==> config.mk <==
export PLATFORM = sky130hd
export DESIGN_NAME = rtm_pin_trim
export DESIGN_NICKNAME = d
export VERILOG_FILES = /design/src/pkg/rtm_pkg.sv /design/src/design/rtm_pin_trim.sv
export SDC_FILE = /design/constraint.sdc
export NUM_CORES = 1
export LEC_CHECK = 0
export BUFFER_PORTS_ARGS = -buffer_cell sky130_fd_sc_hd__buf_4
export CAP_MARGIN = 10
export CORE_ASPECT_RATIO = 0.6
export CORE_MARGIN = 3
export CORE_UTILIZATION = 24
export CTS_CLUSTER_DIAMETER = 200
export DETAILED_ROUTE_END_ITERATION = 7
export PLACE_DENSITY = 0.47
export SYNTH_ARGS = -nofsm -noshare
export SYNTH_HDL_FRONTEND = slang
export SYNTH_SLANG_ARGS = --single-unit
==> constraint.sdc <==
create_clock -name core_clk -period 3.4 [get_ports core_clk]
set_clock_uncertainty 0.2 [all_clocks]
set_input_delay 1.02 -clock core_clk [delete_from_list [all_inputs] [get_ports core_clk]]
set_output_delay 1.02 -clock core_clk [all_outputs]
set_load 0.005 [all_outputs]
==> src/pkg/rtm_pkg.sv <==
// constants and types for the output pin mux and oscillator trim block
// assumes a serial engine on core_clk that presents byte register accesses
// Operation
// [RQ1] square wave rate field picks divide ratio
// [RQ2] no square wave while on backup supply
// [RQ3] all rates trimmed except undivided rate
// [RQ4] alarms enabled, no square wave: interrupt
// [RQ5] alarm interrupt keeps working on backup
// [RQ6] one alarm: flag, inverted when polarity zero
// [RQ7] two alarms: OR, or inverted AND
// [RQ8] nothing enabled: pin follows level bit
// [RQ9] no general purpose level on backup
// [RQ10] fine trim applied once per minute
// [RQ11] sign bit: one adds, zero subtracts
// [RQ12] each step moves two oscillator pulses
// [RQ13] zero step count disables trimming
// [RQ14] trimming continues on backup supply
// [RQ15] coarse mode trims at 128 Hz, 64 Hz out
// [RQ16] square wave enable overrides alarm enables
// [RQ17] minute correction stretches or shrinks one second
package rtm_pkg;

    // register offsets
    localparam logic [7:0] CTRL_OFFSET = 8'h07;
    localparam logic [7:0] TRIM_OFFSET = 8'h08;

    // reset values
    localparam logic [7:0] CTRL_RESET = 8'h80;
    localparam logic [7:0] TRIM_RESET = 8'h00;

    // field positions
    localparam int CTRL_LEVEL_BIT = 7;
    localparam int CTRL_SQW_EN_BIT = 6;
    localparam int CTRL_ALM1_EN_BIT = 5;
    localparam int CTRL_ALM0_EN_BIT = 4;
    localparam int CTRL_EXTERNAL_CLOCK_INPUT_BIT = 3;
    localparam int CTRL_COARSE_BIT = 2;
    localparam int TRIM_SIGN_BIT = 7;

    // rate field encodings
    localparam logic [1:0] RATE_DIV_32768 = 2'h0;
    localparam logic [1:0] RATE_DIV_8 = 2'h1;
    localparam logic [1:0] RATE_DIV_4 = 2'h2;
    localparam logic [1:0] RATE_DIV_1 = 2'h3;

    // prescaler taps: bit n toggles at fosc / 2^(n+1)
    localparam int TAP_DIV_4 = 1;
    localparam int TAP_DIV_8 = 2;
    localparam int TAP_64HZ = 8;
    localparam int TAP_1HZ = 14;
    localparam int PRESCALE_BITS = 15;
    localparam int COARSE_BITS = 8;
    localparam logic [5:0] SECONDS_PER_MINUTE = 6'h3C;

    // pin modes
    typedef enum logic [1:0] {
        RTM_MODE_GPO,
        RTM_MODE_ALARM,
        RTM_MODE_SQW
    } rtm_mode_t;

    typedef struct packed {
        logic level;
        logic square_wave_enable;
        logic alarm1En;
        logic alarm0En;
        logic external_clock_input;
        logic coarseTrim;
        logic [1:0] rateSelect;
    } rtm_ctrl_t;

    typedef struct packed {
        logic addCycles;
        logic [6:0] stepCount;
    } rtm_trim_t;

endpackage

==> src/design/rtm_pin_trim.sv <==
// multi-function open-drain pin mux and digital oscillator trim
// assumes register accesses come from the serial engine on core_clk,
// oscillator and supply-state inputs arrive asynchronously from pins
`timescale 1ns/1ns

module rtm_pin_trim (
    // clock and reset
    input wire logic core_clk,
    input wire logic reset_n,

    // register access from the serial engine
    input wire logic regWrite,
    input wire logic [7:0] regAddr,
    input wire logic [7:0] regWrData,
    output logic [7:0] regRdData,
    output logic regHit,

    // oscillator and supply state pins
    input wire logic oscClkPin,
    input wire logic onBackupPin,

    // alarm state from the alarm comparators
    input wire logic alarm0MatchFlag,
    input wire logic alarm1MatchFlag,
    input wire logic alarmOutputPolarity,

    // oscillator source select
    output logic externalClockInput,

    // trimmed timebase
    output logic secondTick,
    output logic minuteTick,

    // multi-function pin, open drain
    output logic multiFunctionPinOut,
    output logic multiFunctionPinOe
);

    // synchronisers for pin inputs
    // the oscillator runs far below core_clk, so two flops settle it;
    // the third flop only keeps the last level for rising-edge detection
    // limitation: core_clk must be more than twice the oscillator rate,
    // or oscillator edges are lost and the timebase runs slow
    logic oscMeta_reg;
    logic oscSync_reg;
    logic oscPrev_reg;
    logic backupMeta_reg;
    logic backupSync_reg;

    always_ff @(posedge core_clk or negedge reset_n) begin
        if (!reset_n) begin
            oscMeta_reg <= 1'b0;
            oscSync_reg <= 1'b0;
            oscPrev_reg <= 1'b0;
            backupMeta_reg <= 1'b0;
            backupSync_reg <= 1'b0;
        end else begin
            oscMeta_reg <= oscClkPin;
            oscSync_reg <= oscMeta_reg;
            oscPrev_reg <= oscSync_reg;
            backupMeta_reg <= onBackupPin;
            backupSync_reg <= backupMeta_reg;
        end
    end

    wire logic oscEdge;
    wire logic onBackup;
    assign oscEdge = oscSync_reg & ~oscPrev_reg;
    assign onBackup = backupSync_reg;

    // register file
    // reset value has the level bit set, so the pin comes up released
    // and a host interrupt line sees no false assertion at power-on
    rtm_pkg::rtm_ctrl_t ctrl_reg;
    rtm_pkg::rtm_trim_t trim_reg;

    wire logic ctrlSel;
    wire logic trimSel;
    // serial port is dead on backup, so writes are dropped there
    wire logic writeAllowed;
    assign ctrlSel = (regAddr == rtm_pkg::CTRL_OFFSET);
    assign trimSel = (regAddr == rtm_pkg::TRIM_OFFSET);
    assign writeAllowed = regWrite & ~onBackup;

    always_ff @(posedge core_clk or negedge reset_n) begin
        if (!reset_n) begin
            ctrl_reg <= rtm_pkg::rtm_ctrl_t'(rtm_pkg::CTRL_RESET);
            trim_reg <= rtm_pkg::rtm_trim_t'(rtm_pkg::TRIM_RESET);
        end else begin
            if (writeAllowed && ctrlSel) begin
                ctrl_reg <= rtm_pkg::rtm_ctrl_t'(regWrData);
            end
            if (writeAllowed && trimSel) begin
                trim_reg <= rtm_pkg::rtm_trim_t'(regWrData);
            end
        end
    end

    wire logic [7:0] rdMux;
    assign rdMux = ctrlSel ? 8'(ctrl_reg) : (trimSel ? 8'(trim_reg) : 8'h00);
    assign regHit = ctrlSel | trimSel;

    always_ff @(posedge core_clk or negedge reset_n) begin
        if (!reset_n) begin
            regRdData <= 8'h00;
        end else begin
            regRdData <= rdMux;
        end
    end

    assign externalClockInput = ctrl_reg.external_clock_input;

    // trimmed prescaler
    // add mode steps the counter by two for 2*step edges, so the corrected
    // period ends 2*step oscillator edges early; subtract mode holds the
    // counter for 2*step edges, so the period ends that many edges late
    // a subtract correction never spans a wrap: the longest, 254 edges, is shorter
    // than the 256-count coarse period; an add one of 254 edges steps 508 counts and spans a coarse wrap
    // correction is spread over the following oscillator edges instead of
    // jumping the counter, so the divided outputs never skip a phase
    logic [rtm_pkg::PRESCALE_BITS-1:0] prescale_reg;
    logic [rtm_pkg::PRESCALE_BITS-1:0] prescale_next;
    logic [5:0] seconds_reg;
    logic [5:0] seconds_next;
    logic [7:0] corrLeft_reg;
    logic [7:0] corrLeft_next;
    logic corrAdd_reg;
    logic corrAdd_next;
    logic secondTick_reg;
    logic minuteTick_reg;

    wire logic [1:0] stepSize;
    wire logic [rtm_pkg::PRESCALE_BITS:0] prescaleSum;
    wire logic [rtm_pkg::COARSE_BITS:0] coarseSum;
    wire logic secondWrap;
    wire logic coarseWrap;
    wire logic minuteWrap;
    wire logic correctionDue;
    wire logic [7:0] corrLoad;

    // while correcting, add mode steps by two and subtract mode holds
    assign stepSize = (corrLeft_reg == 8'h00) ? 2'h1 : (corrAdd_reg ? 2'h2 : 2'h0); // [RQ11]
    assign prescaleSum = {1'b0, prescale_reg} + (rtm_pkg::PRESCALE_BITS + 1)'(stepSize);
    assign coarseSum = {1'b0, prescale_reg[rtm_pkg::COARSE_BITS-1:0]} + (rtm_pkg::COARSE_BITS + 1)'(stepSize);
    assign secondWrap = oscEdge & prescaleSum[rtm_pkg::PRESCALE_BITS];
    assign coarseWrap = oscEdge & coarseSum[rtm_pkg::COARSE_BITS];
    assign minuteWrap = secondWrap & (seconds_reg == rtm_pkg::SECONDS_PER_MINUTE - 6'h01);
    // fine mode corrects at the minute, coarse mode at 128 Hz
    assign correctionDue = ctrl_reg.coarseTrim ? coarseWrap : minuteWrap; // [RQ10] [RQ15]
    assign corrLoad = {trim_reg.stepCount, 1'b0}; // [RQ12]

    always_comb begin
        prescale_next = prescale_reg;
        seconds_next = seconds_reg;
        corrLeft_next = corrLeft_reg;
        corrAdd_next = corrAdd_reg;
        if (oscEdge) begin
            prescale_next = prescaleSum[rtm_pkg::PRESCALE_BITS-1:0];
            if (corrLeft_reg != 8'h00) begin
                corrLeft_next = corrLeft_reg - 8'h01;
            end
            if (secondWrap) begin
                if (minuteWrap) begin
                    seconds_next = 6'h00;
                end else begin
                    seconds_next = seconds_reg + 6'h01;
                end
            end
            // a zero step count loads nothing, so no trimming happens
            if (correctionDue && trim_reg.stepCount != 7'h00) begin // [RQ13]
                corrLeft_next = corrLoad; // [RQ17]
                corrAdd_next = trim_reg.addCycles; // [RQ11]
            end
        end
    end

    // the trim state has no backup gating at all, so it keeps running there
    always_ff @(posedge core_clk or negedge reset_n) begin
        if (!reset_n) begin
            prescale_reg <= '0;
            seconds_reg <= 6'h00;
            corrLeft_reg <= 8'h00;
            corrAdd_reg <= 1'b0;
            secondTick_reg <= 1'b0;
            minuteTick_reg <= 1'b0;
        end else begin
            prescale_reg <= prescale_next; // [RQ14]
            seconds_reg <= seconds_next;
            corrLeft_reg <= corrLeft_next;
            corrAdd_reg <= corrAdd_next;
            secondTick_reg <= secondWrap;
            minuteTick_reg <= minuteWrap;
        end
    end

    assign secondTick = secondTick_reg;
    assign minuteTick = minuteTick_reg;

    // square wave selection
    wire logic sqwTrimmed;
    wire logic sqwLevel;
    wire logic [3:0] tapBits;
    assign tapBits = {prescale_reg[rtm_pkg::TAP_1HZ], prescale_reg[rtm_pkg::TAP_DIV_8],
                      prescale_reg[rtm_pkg::TAP_DIV_4], prescale_reg[rtm_pkg::TAP_64HZ]};
    // rate field is ignored in coarse mode: output is the trimmed 64 Hz tap
    assign sqwTrimmed = ctrl_reg.coarseTrim ? tapBits[0] : // [RQ15]
                        (ctrl_reg.rateSelect == rtm_pkg::RATE_DIV_32768) ? tapBits[3] : // [RQ1]
                        (ctrl_reg.rateSelect == rtm_pkg::RATE_DIV_8) ? tapBits[2] : tapBits[1]; // [RQ1]
    // undivided rate taps the raw synchronised oscillator, bypassing trim
    assign sqwLevel = (!ctrl_reg.coarseTrim && ctrl_reg.rateSelect == rtm_pkg::RATE_DIV_1) ?
                      oscSync_reg : sqwTrimmed; // [RQ3]

    // alarm interrupt combination
    wire logic bothAlarms;
    wire logic singleFlag;
    wire logic alarmLevel;
    assign bothAlarms = ctrl_reg.alarm0En & ctrl_reg.alarm1En;
    assign singleFlag = ctrl_reg.alarm0En ? alarm0MatchFlag : alarm1MatchFlag;
    assign alarmLevel = bothAlarms ?
                        (alarmOutputPolarity ? (alarm0MatchFlag | alarm1MatchFlag) :
                         ~(alarm0MatchFlag & alarm1MatchFlag)) : // [RQ7]
                        (alarmOutputPolarity ? singleFlag : ~singleFlag); // [RQ6]

    // pin mode selection
    // square wave enable wins over both alarm enables; general purpose
    // output only when nothing else claims the pin
    rtm_pkg::rtm_mode_t pinMode;
    assign pinMode = ctrl_reg.square_wave_enable ? rtm_pkg::RTM_MODE_SQW : // [RQ16]
                     (ctrl_reg.alarm0En | ctrl_reg.alarm1En) ? rtm_pkg::RTM_MODE_ALARM : // [RQ4]
                     rtm_pkg::RTM_MODE_GPO; // [RQ8]

    logic pinLevel;
    always_comb begin
        pinLevel = 1'b1;
        case (pinMode)
            rtm_pkg::RTM_MODE_SQW: begin
                // released (pulled high) on backup
                pinLevel = onBackup ? 1'b1 : sqwLevel; // [RQ2]
            end
            rtm_pkg::RTM_MODE_ALARM: begin
                pinLevel = alarmLevel; // [RQ4] [RQ5]
            end
            default: begin
                pinLevel = onBackup ? 1'b1 : ctrl_reg.level; // [RQ8] [RQ9]
            end
        endcase
    end

    // open drain: only ever drive low; pin level registered to avoid glitches
    // the output enable is the only thing that moves; data stays low so the
    // pad never drives a high level against the pull-up
    // trade-off: one core cycle of latency on every pin change
    logic pinLow_reg;
    always_ff @(posedge core_clk or negedge reset_n) begin
        if (!reset_n) begin
            pinLow_reg <= 1'b0;
        end else begin
            pinLow_reg <= ~pinLevel;
        end
    end

    assign multiFunctionPinOut = 1'b0;
    assign multiFunctionPinOe = pinLow_reg;

endmodule // rtm_pin_trim

* Word level (Yosys, flattened, before mapping)
Index checks and enable logic that the tools add are counted.
Word-level totals: register bits 62, input bits 24, word-level logic and storage cells 82, output and inout port bits 14
Cells by class: multiplexer cells 21, reductions and logical operators 13, $add $sub $neg 4, eq/ne operators 7, bitwise operators 15
Operators with widths (number):
- two-way mux 8 bit | 4
- adder 15 x 2 -> 16 bit | 1
- two-way mux 1 bit | 12
- adder 8 x 2 -> 9 bit | 1
- == test 8 x 3 -> 1 bit, second input constant | 1
- == test 8 x 4 -> 1 bit, second input constant | 1
- zero test 8 bit | 1
- nonzero test 8 bit | 1
- subtractor 8 x 1 -> 8 bit, second input constant | 1
- AND 1 bit | 7
- nonzero test 7 bit | 1
- adder 6 x 1 -> 6 bit, second input constant | 1
- == test 6 bit, second input constant | 1
- two-way mux 2 bit | 3
- two-way mux 6 bit | 1
- AND reduction 2 bit | 3
- inverter 1 bit | 5
- == test 2 x 1 -> 1 bit, second input constant | 2
- == test 2 bit, second input constant | 2
- logical AND 1 bit | 4
- bitwise OR 1 bit | 3
- zero test 2 bit | 1
- one-hot mux 1 bit (2 select lines) | 1
- nonzero test 2 bit | 1
- zero test 1 bit | 1

* Logic depth before layout (Yosys ltp)
Gate-level depths: netlist (run 1).
depth after elaboration 9, gate-level depth with buffers 11, gate-level depth less buffers 11

* Worst setup path before layout (run 1)
No wires, ideal clock.
path kind register to register, start register corrLeft_reg[0], end register corrAdd_reg, setup time 0.125 ns, path buffers 0, slack -0.166 ns, clock period less this slack 3.566 ns, required time 3.075 ns, arrival 3.241 ns, stages on the path, launching flop included 12, cells stage by stage dfrtp_1 inv_1 ha_1 or4b_1 nor4_1 nor2b_1 ha_1 a21oi_1 nor4b_4 a31oi_1 a221oi_4 mux2_2
On the way: word-level cells in the longest chain between the ends 8, elaborated cells between the ends (all ways) 10, those cells by class add/sub (2); mux (2); bitwise (3); reduce/logical (3)
Ends and longest elaborated chain:
- from (decl) | RTL line rtm_pin_trim.sv:125 | logic [7:0] corrLeft_reg;
- from (signal assigned) | RTL line rtm_pin_trim.sv:189 | corrLeft_reg <= corrLeft_next;
- zero test 8 bit (*) | RTL line rtm_pin_trim.sv:142 | assign stepSize = (corrLeft_reg == 8'h00) ? 2'h1 : (corrAdd_reg ? 2'h2 : 2'h0);
- two-way mux 2 bit (*) | RTL line rtm_pin_trim.sv:142
- adder 15 x 2 -> 16 bit | RTL line rtm_pin_trim.sv:143 | assign prescaleSum = {1'b0, prescale_reg} + (rtm_pkg::PRESCALE_BITS + 1)'(stepSize);
- AND 1 bit | RTL line rtm_pin_trim.sv:145 | assign secondWrap = oscEdge & prescaleSum[rtm_pkg::PRESCALE_BITS];
- AND 1 bit | RTL line rtm_pin_trim.sv:147 | assign minuteWrap = secondWrap & (seconds_reg == rtm_pkg::SECONDS_PER_MINUTE - 6'h01);
- two-way mux 1 bit (*) | RTL line rtm_pin_trim.sv:149 | assign correctionDue = ctrl_reg.coarseTrim ? coarseWrap : minuteWrap;
- logical AND 1 bit (*) | RTL line rtm_pin_trim.sv:170 | if (correctionDue && trim_reg.stepCount != 7'h00) begin
- AND reduction 2 bit (no source line) (*)
- to (signal assigned) | RTL line rtm_pin_trim.sv:190 | corrAdd_reg <= corrAdd_next;
- to (decl) | RTL line rtm_pin_trim.sv:127 | logic corrAdd_reg;
Every way passes the cells marked *; elsewhere a longest branch is shown, timed or not. A chain may end at the register's enable or synchronous reset.

* Worst setup path after layout (run 1)
start register corrLeft_reg[0], end register corrLeft_reg[1]
On the way: word-level cells in the longest chain between the ends 9, elaborated cells between the ends (all ways) 15, those cells by class add/sub (3); mux (4); bitwise (3); reduce/logical (5)
Ends and longest elaborated chain (RTL line):
- zero test 8 bit | rtm_pin_trim.sv:142
- two-way mux 2 bit | rtm_pin_trim.sv:142
- adder 15 x 2 -> 16 bit | rtm_pin_trim.sv:143
- AND 1 bit | rtm_pin_trim.sv:145
- AND 1 bit | rtm_pin_trim.sv:147
- two-way mux 1 bit | rtm_pin_trim.sv:149
- logical AND 1 bit | rtm_pin_trim.sv:170
- nonzero test 2 bit (no source line)
- AND reduction 2 bit (no source line)
Parallel ways exist; a longest one is shown, timed or not. The select of a mux whose other input is x is not followed.

==> qor.txt, run 1 <==
Status - complete, but fails checks
Failing checks - setup timing
Critical path class - register to register
Clock power share - 0.425
Syn Nets - 256
Largest register FFs - 15
FP Rows - 30
Sw Pwr - 548 µW
Filler instances - 1,155
Min cycle time layout - 3.42 ns
CTS Sinks - 62
Longest Clk Path Bufs - 2
Worst reg-to-reg setup slack - -0.02 ns
Max rail drop VDD - 0.000265 V
Nets - 316
DR DRC count - 0
RePlAce Congestion - 0.780
Die Width - 146 µm
First-pass iteration count of the detailed router - 4
Worst-Margin Slew - 0.803 ns
Top area cells in the synthesized netlist - dfrtp_1 (54%), mux2_2 (10%), xnor2_1 (4.0%), a22o_1 (2.8%), nand2_1 (2.0%)
Routed Antenna Nets - 0
Total CTS buffers - 9
Area leader, netlist - dfrtp_1
Worst skew pair latency - 0.33 ns
Worst Hold Path EP - backupSync_reg$_DFF_PN0_
Cell-internal power - 1.60 mW
H-tree Lvls - 3
GRT Overall Usage - 0.103
Vias post-DR - 1,939
Worst Setup End Kind - register
Synth Instances - 227
Final period util - 1.00
Core ar. - 11,400 µm²
Area grow syn2layout - 34.9%
Sequential cell area - 1550 µm²
Hold Path Origin - backupMeta_reg$_DFF_PN0_
Seq cells post-synth - 62
P per Cell Area - 565 nW/µm²
Worst hold slack - 0.147 ns
Clock root buffer master - clkbuf_16
Final slew viol count - 0
Die area - 13,200 µm²
Area taken by multi-input logic gates - 1310 µm²
Initial antenna violation count - 0
FF-to-FF End - corrLeft_reg[1]$_DFFE_PN0P_
CP arrival - 3.42 ns
FF-to-FF path depth - 12
I/O Buffers - 36
Yosys cell types - 43
Pre-CTS WS - 0.0139 ns
Global-route wire length before repair - 10,600 µm
Starting Density - 0.248
CTS tree - built
Nature of the critical path startpoint - register
Avg Cell Area, Syn - 12.4 µm²
Die height - 90.0 µm
Detailed Route WL - 6340 µm
Largest net degree at the start of global routing - 63
WL per Instance - 14.0 µm
YS warnings - 0
GRT overflow - 0
Hold path cells - 0
Post-DP Area - 3400 µm²
Vias in the first global route - 2,024
I/O Pins - 38
CP max FO - 4
Number of max-cap violations - 0
Register area share after synthesis - 0.550
Fin area - 3810 µm²
Setup-failing EPs final - 2
Tightest Hold Check Type - register to register
Sequential power share - 0.424
Fraction of layout cells with a size suffix above 1 - 0.380
Diode count - 0
Comb pwr share - 0.151
Post-synth EDFFs - 0
Final Non-Filler Cells - 452
FMAX - 0.293 GHz
Final Power - 2.15 mW
Sw Share - 0.255
Post-synth top flop - dfrtp_1
Rel. slew slack - 0.465
Post-Syn Area - 2830 µm²
RSZ-0062 raised after global routing - true
Via density per instance - 4.29
DP HPWL - 4530 µm
Crit path required time - 3.41 ns
Leakage - 1.79 nW
Reg clk slew, reported paths - 0.05 ns
Initial DRC Count - 90
Worst R2R Start - corrLeft_reg[0]$_DFFE_PN0P_
Fin. Hold Viols - 0
Fin worst setup slack - -0.0151 ns
Placed Cells - 430
Share of the synthesized area in the top cell type - 0.540
Async S/R FF share, synth - 1.00
-- synthesized netlist by cell type (all sizes together), types with 3 or more instances --
cell,number
nor2b,4
inv,8
mux2,25
nand4,4
nor4b,3
o31ai,5
a22o,9
xnor2,13
nor3,10
nor4,5
nor2,8
nand3,10
o21ai,3
nand3b,3
dfrtp,61
xor2,5
a21o,3
nand4b,4
nand2,15
mux2i,3
ha,4
-- area by class of cell --
cell class	count	area share
sequential	62	0.408
multi-input combinational	154	0.343
timing repair buffer	52	0.110
clock buffer	12	0.0673
tap	160	0.0525
clock inverter	4	0.0118
inverter	8	0.00788
-- cells by family after synthesis --
| family | after synthesis | share of synthesized area |
|---|---|---|
| xor gates and xnor gates | 18 | 0.0558 |
| and+or+nand+nor | 75 | 0.159 |
| other | 1 | 0.00133 |
| buffers and inverters | 11 | 0.0159 |
| muxes | 29 | 0.118 |
| AOI/OAI and AO/OA | 26 | 0.0757 |
| adders and majority gates | 5 | 0.0248 |
| DFF | 62 | 0.550 |
-- worst max-delay path, cell delays in order (launching register included) --
cell and delay [ns]:
dfrtp_1 0.38, inv_2 0.09, ha_4 0.14, or4b_4 0.48
nor4_4 0.23, ha_2 0.27, fa_2 0.18, nand3b_1 0.11
nor3_2 0.20, inv_1 0.12, a221oi_4 0.39, clkbuf_16 0.22
mux2_4 0.29
-- how the worst max path moves through the flow --
stage | to | depth (start not counted) | start
after floorplan | corrAdd_reg$_DFFE_PN0P_ | 11 | corrLeft_reg[0]$_DFFE_PN0P_
after global placement | corrLeft_reg[4]$_DFFE_PN0P_ | 12 | corrLeft_reg[0]$_DFFE_PN0P_
after detailed placement | corrLeft_reg[4]$_DFFE_PN0P_ | 12 | corrLeft_reg[0]$_DFFE_PN0P_
after CTS | corrLeft_reg[4]$_DFFE_PN0P_ | 12 | corrLeft_reg[0]$_DFFE_PN0P_
after global routing | corrLeft_reg[1]$_DFFE_PN0P_ | 12 | corrLeft_reg[0]$_DFFE_PN0P_
final | corrLeft_reg[1]$_DFFE_PN0P_ | 12 | corrLeft_reg[0]$_DFFE_PN0P_
-- metrics by stage --
step	setup TNS [ns]	utilization
floorplan	-0.144	-
global placement	0	0.298
detailed placement	0	0.298
CTS	0	0.324
global route	-0.660	0.334
finish	-0.0210	0.334
-- power by group through the flow --
stage	Clock (mW)	Sequential [mW]	Combinational (mW)
after floorplan	0	0.898	0.192
after global placement	0	0.920	0.280
after detailed placement	0	0.920	0.283
after CTS	0.938	0.908	0.286
after global routing	0.977	0.923	0.365
final	0.915	0.912	0.326
-- placed cells by master, fill, tap and decap left out, types with 4 or more instances in the layout --
cell        n
nand4_1     4
o31ai_1     5
mux2_2     18
nand3_1    10
buf_4      50
nand2_1    14
inv_1       6
nor3_1      9
dfrtp_1    61
nor2_1      8
a22o_1      9
mux2_4      7
xnor2_1    13
xor2_1      5
clkbuf_16  10
-- timing repair --
item                                    CTS  global route
endpoints found under the setup margin    0            10
setup buffers                             0             5
hold buffers                              0             0
gates resized for setup                   0            14
-- metal layers --
metal	track usage	vias up	wire, µm
met5	0	-	0
met4	0.0423	0	98
met3	0.0363	10	243
met2	0.132	24	2510
met1	0.156	956	3480
li1	-	949	-
Note: power is estimated with default switching activity, not from simulation.
==> inputs of run 2 (changes only) <==
==> constraint.sdc (replaced) <==
create_clock -name core_clk -period 3.1 [get_ports core_clk]
set_clock_uncertainty 0.2 [all_clocks]
set_input_delay 0.93 -clock core_clk [delete_from_list [all_inputs] [get_ports core_clk]]
set_output_delay 0.93 -clock core_clk [all_outputs]
set_load 0.005 [all_outputs]
==> qor.txt, run 2 (synthesis results as in run 1) <==
Status - complete, but fails checks
Failing checks - setup timing
P per Cell Area - 641 nW/µm² (+13%)
Setup-failing EPs final - 9 (+7)
Worst Setup End Kind - register
Die height - 90.0 µm (unchanged)
CTS tree - built
Sw Share - 0.241 (-0.0136)
RSZ-0062 raised after global routing - true
Filler instances - 1,151 (-0.35%)
Hold path cells - 0 (unchanged)
CP max stage cell - or4b_4
CP max FO - 8 (+4)
FMAX - 0.308 GHz (+5.1%)
Clock power share - 0.445 (+0.020)
Diode count - 0 (unchanged)
CP Cell Sequence - inv_2, ha_4, or4b_4, nor4_4, ha_2, fa_1, nand3b_1, nor3_2, inv_1, a221oi_4, buf_12, mux2_4
I/O Buffers - 36 (unchanged)
Critical path's largest stage delay - 0.48 ns (about the same)
Largest register FFs - 15 (unchanged)
I/O Pins - 38 (unchanged)
Pre-CTS WS - -0.178 ns (-0.192 ns)
Setup TNS - -1.11 ns (-1.09 ns)
Nature of the critical path startpoint - register
Via density per instance - 4.26 (-0.66%)
Sw Pwr - 607 µW (+11%)
DR DRC count - 0 (unchanged)
Worst skew pair latency - 0.32 ns (about the same)
Finished Core Util - 0.345 (+0.0107)
Max rail drop VDD - 0.000332 V (+25%)
Nets - 327 (+3.5%)
Die area - 13,200 µm² (unchanged)
Total CTS buffers - 9 (unchanged)
Final slew viol count - 0 (unchanged)
Worst hold slack - 0.146 ns (-0.00149 ns)
Starting Density - 0.248 (unchanged)
Met1 global-route usage - 0.158 (+0.00195)
CTS Hold Bufs - 0 (unchanged)
Stages on worst setup path - 12 (unchanged)
Sequential power share - 0.397 (-0.027)
CP delay by family, top - simple AND/OR/NAND/NOR gates
Vias post-DR - 1,973 (+1.8%)
Final period util - 1.05 (+0.0436)
Tightest Hold Check Type - register to register
GRT overflow - 0 (unchanged)
Number of max-cap violations - 0 (unchanged)
Met2 Use GR - 0.135 (+0.00309)
WL per Instance - 14.0 µm (+0.20%)
Critical path class - register to register
CP Buf/Inv Count - 3 (unchanged)
GRT Overall Usage - 0.104 (+0.000119)
Met3 Use GR - 0.0312 (-0.00504)
Core ar. - 11,400 µm² (unchanged)
Largest net degree at the start of global routing - 63 (unchanged)
Longest Clk Path Bufs - 2 (unchanged)
Clock root buffer master - clkbuf_16
Fin worst setup slack - -0.149 ns (-0.134 ns)
Area grow syn2layout - 39.2%
H-tree Lvls - 3 (unchanged)
RePlAce Congestion - 0.840 (+7.7%)
Rel. slew slack - 0.469 (+0.00491)
Initial DRC Count - 134 (+49%)
Leakage - 1.86 nW (+4.3%)
Reg clk slew, reported paths - 0.05 ns (about the same)
Worst-Margin Slew - 0.796 ns (-0.00737 ns)
Initial antenna violation count - 0 (unchanged)
FF-to-FF path depth - 12 (unchanged)
Routed Antenna Nets - 0 (unchanged)
Global-route wire length before repair - 10,700 µm (+0.77%)
Detailed Route WL - 6500 µm (+2.6%)
Min cycle time layout - 3.25 ns (-0.166 ns)
Crit path required time - 3.11 ns (-0.30 ns)
FP Rows - 30 (unchanged)
Gr busiest metal - met1
Die Width - 146 µm (unchanged)
DP HPWL - 4720 µm (+4.2%)
Commonest cells after routing, fill and taps aside - dfrtp_1 (61), buf_4 (61), mux2_2 (18)
Cell-internal power - 1.91 mW (+19%)
First-pass iteration count of the detailed router - 4 (unchanged)
CTS Sinks - 62 (unchanged)
CP arrival - 3.25 ns (-0.17 ns)
Fraction of layout cells with a size suffix above 1 - 0.406 (+0.0258)
Vias in the first global route - 2,019 (-0.25%)
Fin. Hold Viols - 0 (unchanged)
Comb pwr share - 0.158 (+0.007)
[run 2: power groups by stage]
stage / Sequential, mW / Clock [mW] / Combinational [mW]
after floorplan: 0.987 / 0 / 0.225
after global placement: 1.02 / 0 / 0.358
after detailed placement: 1.01 / 0 / 0.362
after CTS: 0.999 / 1.15 / 0.374
after global routing: 1.01 / 1.19 / 0.447
final: 1.00 / 1.12 / 0.398
[run 2: worst paths after layout]
path                                             start                           end  slack, ns
max in group asynchronous                      reset_n  prescale_reg[13]$_DFFE_PN0P_       1.69
setup reg to reg           corrLeft_reg[0]$_DFFE_PN0P_   corrLeft_reg[1]$_DFFE_PN0P_      -0.15
hold reg to reg               backupMeta_reg$_DFF_PN0_      backupSync_reg$_DFF_PN0_       0.15
hold / removal                backupMeta_reg$_DFF_PN0_      backupSync_reg$_DFF_PN0_       0.15
setup / recovery           corrLeft_reg[0]$_DFFE_PN0P_   corrLeft_reg[1]$_DFFE_PN0P_      -0.15
min in group asynchronous                      reset_n   prescale_reg[5]$_DFFE_PN0P_       0.50
[run 2: layout make-up]
cell class,instances,area (µm²),share of cell area
clock buffers,12,236,0.0601
clock inverters,4,95.1,0.0242
inverters,8,30.0,0.00764
multi-input cells,154,1330,0.338
flip-flops and latches,62,1550,0.395
well taps,160,200,0.0509
repair buffers,63,489,0.124
[run 2: through the flow]
stage	cells	area [µm²]	total power, mW
3_5_place_dp	439	3480	1.37
6_report	463	3930	2.52
2_1_floorplan	227	2870	1.21
5_1_grt	463	3930	2.65
3_3_place_gp	439	3480	1.37
4_1_cts	462	3890	2.53
[run 2: timing repair]
action                                  in CTS  in global routing
buffers inserted                             7                  2
pin swaps                                    0                  3
resized for setup                            8                 10
endpoints found under the hold margin        0                  0
endpoints found under the setup margin      11                 20
[run 2: layer usage]
metal | vias to the layer above | share of wire
li1 | 970 | -
met1 | 967 | 0.55
met2 | 30 | 0.41
met3 | 6 | 0.036
met4 | 0 | 0.0097
met5 | - | 0
==> inputs of run 3 (changes only) <==
==> constraint.sdc (replaced) <==
create_clock -name core_clk -period 2.7 [get_ports core_clk]
set_clock_uncertainty 0.2 [all_clocks]
set_input_delay 0.81 -clock core_clk [delete_from_list [all_inputs] [get_ports core_clk]]
set_output_delay 0.81 -clock core_clk [all_outputs]
set_load 0.005 [all_outputs]
==> qor.txt, run 3 (synthesis results as in run 1) <==
GRT Overall Usage - 0.112 (+0.00832)
Area grow syn2layout - 45.5%
Diode count - 0 (unchanged)
Sequential power share - 0.414 (+0.017)
Filler instances - 1,138 (-1.1%)
Worst skew pair latency - 0.33 ns (about the same)
FMAX - 0.294 GHz (-4.6%)
Die area - 13,200 µm² (unchanged)
Largest net degree at the start of global routing - 33 (-48%)
Die height - 90.0 µm (unchanged)
Fin. Hold Viols - 0 (unchanged)
I/O Pins - 38 (unchanged)
Commonest cells after routing, fill and taps aside - dfrtp_1 (61), buf_4 (61), mux2_2 (18)
Clock power share - 0.378 (-0.067)
GRT overflow - 0 (unchanged)
Vias post-DR - 2,081 (+5.5%)
Status - complete, but fails checks
DR DRC count - 0 (unchanged)
Min cycle time layout - 3.41 ns (+0.158 ns)
Number of max-cap violations - 0 (unchanged)
Total CTS buffers - 9 (unchanged)
Max rail drop VDD - 0.000315 V (-5.2%)
CTS Sinks - 62 (unchanged)
Sequential cell area - 1550 µm² (unchanged)
Cell-internal power - 1.99 mW (+4.0%)
Tightest Hold Check Type - register to register
Comb pwr share - 0.208 (+0.050)
FP Rows - 30 (unchanged)
DP HPWL - 4750 µm (+0.56%)
Worst Setup End Kind - register
Fraction of layout cells with a size suffix above 1 - 0.468 (+0.0620)
WL per Instance - 14.7 µm (+4.4%)
Worst-Margin Slew - 0.714 ns (-0.0819 ns)
Core ar. - 11,400 µm² (unchanged)
Area taken by multi-input logic gates - 1460 µm² (+10%)
Critical path class - register to register
Initial antenna violation count - 0 (unchanged)
H-tree Lvls - 3 (unchanged)
RePlAce Congestion - 0.807 (-3.9%)
Finished Core Util - 0.360 (+0.0157)
Nature of the critical path startpoint - register
Via density per instance - 4.41 (+3.5%)
Final slew viol count - 0 (unchanged)
P per Cell Area - 661 nW/µm² (+3.2%)
Setup TNS - -11.95 ns (-10.83 ns)
Hold path cells - 0 (unchanged)
Leakage - 1.92 nW (+3.0%)
Largest register FFs - 15 (unchanged)
CP max FO - 8 (unchanged)
CTS tree - built
CP arrival - 3.42 ns (+0.17 ns)
Fin worst setup slack - -0.707 ns (-0.558 ns)
FF-to-FF path depth - 13 (+1)
Sw Share - 0.268 (+0.0276)
I/O Buffers - 36 (unchanged)
Starting Density - 0.248 (unchanged)
CTS Hold Bufs - 0 (unchanged)
Global-route wire length before repair - 11,500 µm (+7.2%)
Reg clk slew, reported paths - 0.05 ns (about the same)
Die Width - 146 µm (unchanged)
Vias in the first global route - 2,152 (+6.6%)
First-pass iteration count of the detailed router - 4 (unchanged)
Crit path required time - 2.71 ns (-0.40 ns)
Initial DRC Count - 171 (+28%)
Final period util - 1.26 (+0.214)
Rel. slew slack - 0.517 (+0.0479)
Sw Pwr - 730 µW (+20%)
Detailed Route WL - 6920 µm (+6.4%)
Routed Antenna Nets - 0 (unchanged)
Failing checks - setup timing
Nets - 336 (+2.8%)
Setup-failing EPs final - 28 (+19)
Longest Clk Path Bufs - 2 (unchanged)
Clock root buffer master - clkbuf_16
RSZ-0062 raised after global routing - true
run 3: final timing paths:
| kind | startpoint | end | slack (ns) |
|---|---|---|---|
| max in group asynchronous | reset_n | multiFunctionPinOe$_DFF_PN0_ | 1.53 |
| min reg2reg | backupMeta_reg$_DFF_PN0_ | backupSync_reg$_DFF_PN0_ | 0.15 |
| min | backupMeta_reg$_DFF_PN0_ | backupSync_reg$_DFF_PN0_ | 0.15 |
| min in group asynchronous | reset_n | seconds_reg[1]$_DFFE_PN0P_ | 0.23 |
| max reg2reg | corrLeft_reg[1]$_DFFE_PN0P_ | corrLeft_reg[3]$_DFFE_PN0P_ | -0.71 |
| max | corrLeft_reg[1]$_DFFE_PN0P_ | corrLeft_reg[3]$_DFFE_PN0P_ | -0.71 |
run 3: power by group through the flow:
stage               sequential, mW  clock [mW]  combinational (mW)
finish                        1.13        1.03               0.566
detailed placement            1.13           0               0.478
global placement              1.14           0               0.475
CTS                           1.12        1.05               0.498
global route                  1.14        1.11               0.633
floorplan                     1.13           0               0.259
run 3: cell type report:
| type | instances | area share |
|---|---|---|
| clock buffers | 15 | 0.0627 |
| clock inverters | 1 | 0.00122 |
| inverters | 8 | 0.00791 |
| multi-input cells | 154 | 0.356 |
| flip-flops and latches | 62 | 0.378 |
| well taps | 160 | 0.0487 |
| repair buffers | 72 | 0.146 |
run 3: routing by layer:
| metal | track usage | vias to the layer above | part of all wire |
|---|---|---|---|
| met5 | 0 | - | 0 |
| met1 | 0.163 | 1046 | 0.52 |
| met3 | 0.0368 | 5 | 0.042 |
| li1 | - | 988 | - |
| met4 | 0.0430 | 0 | 0.010 |
| met2 | 0.152 | 42 | 0.42 |
run 3: through the flow:
step	setup WS, ns	hold slack, ns	area, µm²	instances	power [mW]
floorplan	-0.637	0.131	2880	227	1.39
global placement	-0.503	0.133	3550	445	1.61
CTS	-0.579	0.146	3980	468	2.67
detailed placement	-0.587	0.135	3550	445	1.61
global route	-0.846	0.158	4110	472	2.88
finish	-0.707	0.145	4110	472	2.72
run 3: timing repair:
item,CTS,global route
buffers inserted,7,7
pin swaps,12,16
endpoints found under the setup margin,24,31
resized for setup,31,21
run 3: worst max-delay path, cell delays in order (launching register included):
cell	delay, ns
dfrtp_1	0.38
inv_2	0.08
ha_4	0.13
or4b_4	0.48
nor4_4	0.27
buf_4	0.18
nor2b_4	0.05
ha_4	0.27
a21oi_4	0.06
nor4b_4	0.30
a31oi_2	0.15
a221oi_4	0.25
buf_12	0.18
mux2_4	0.30
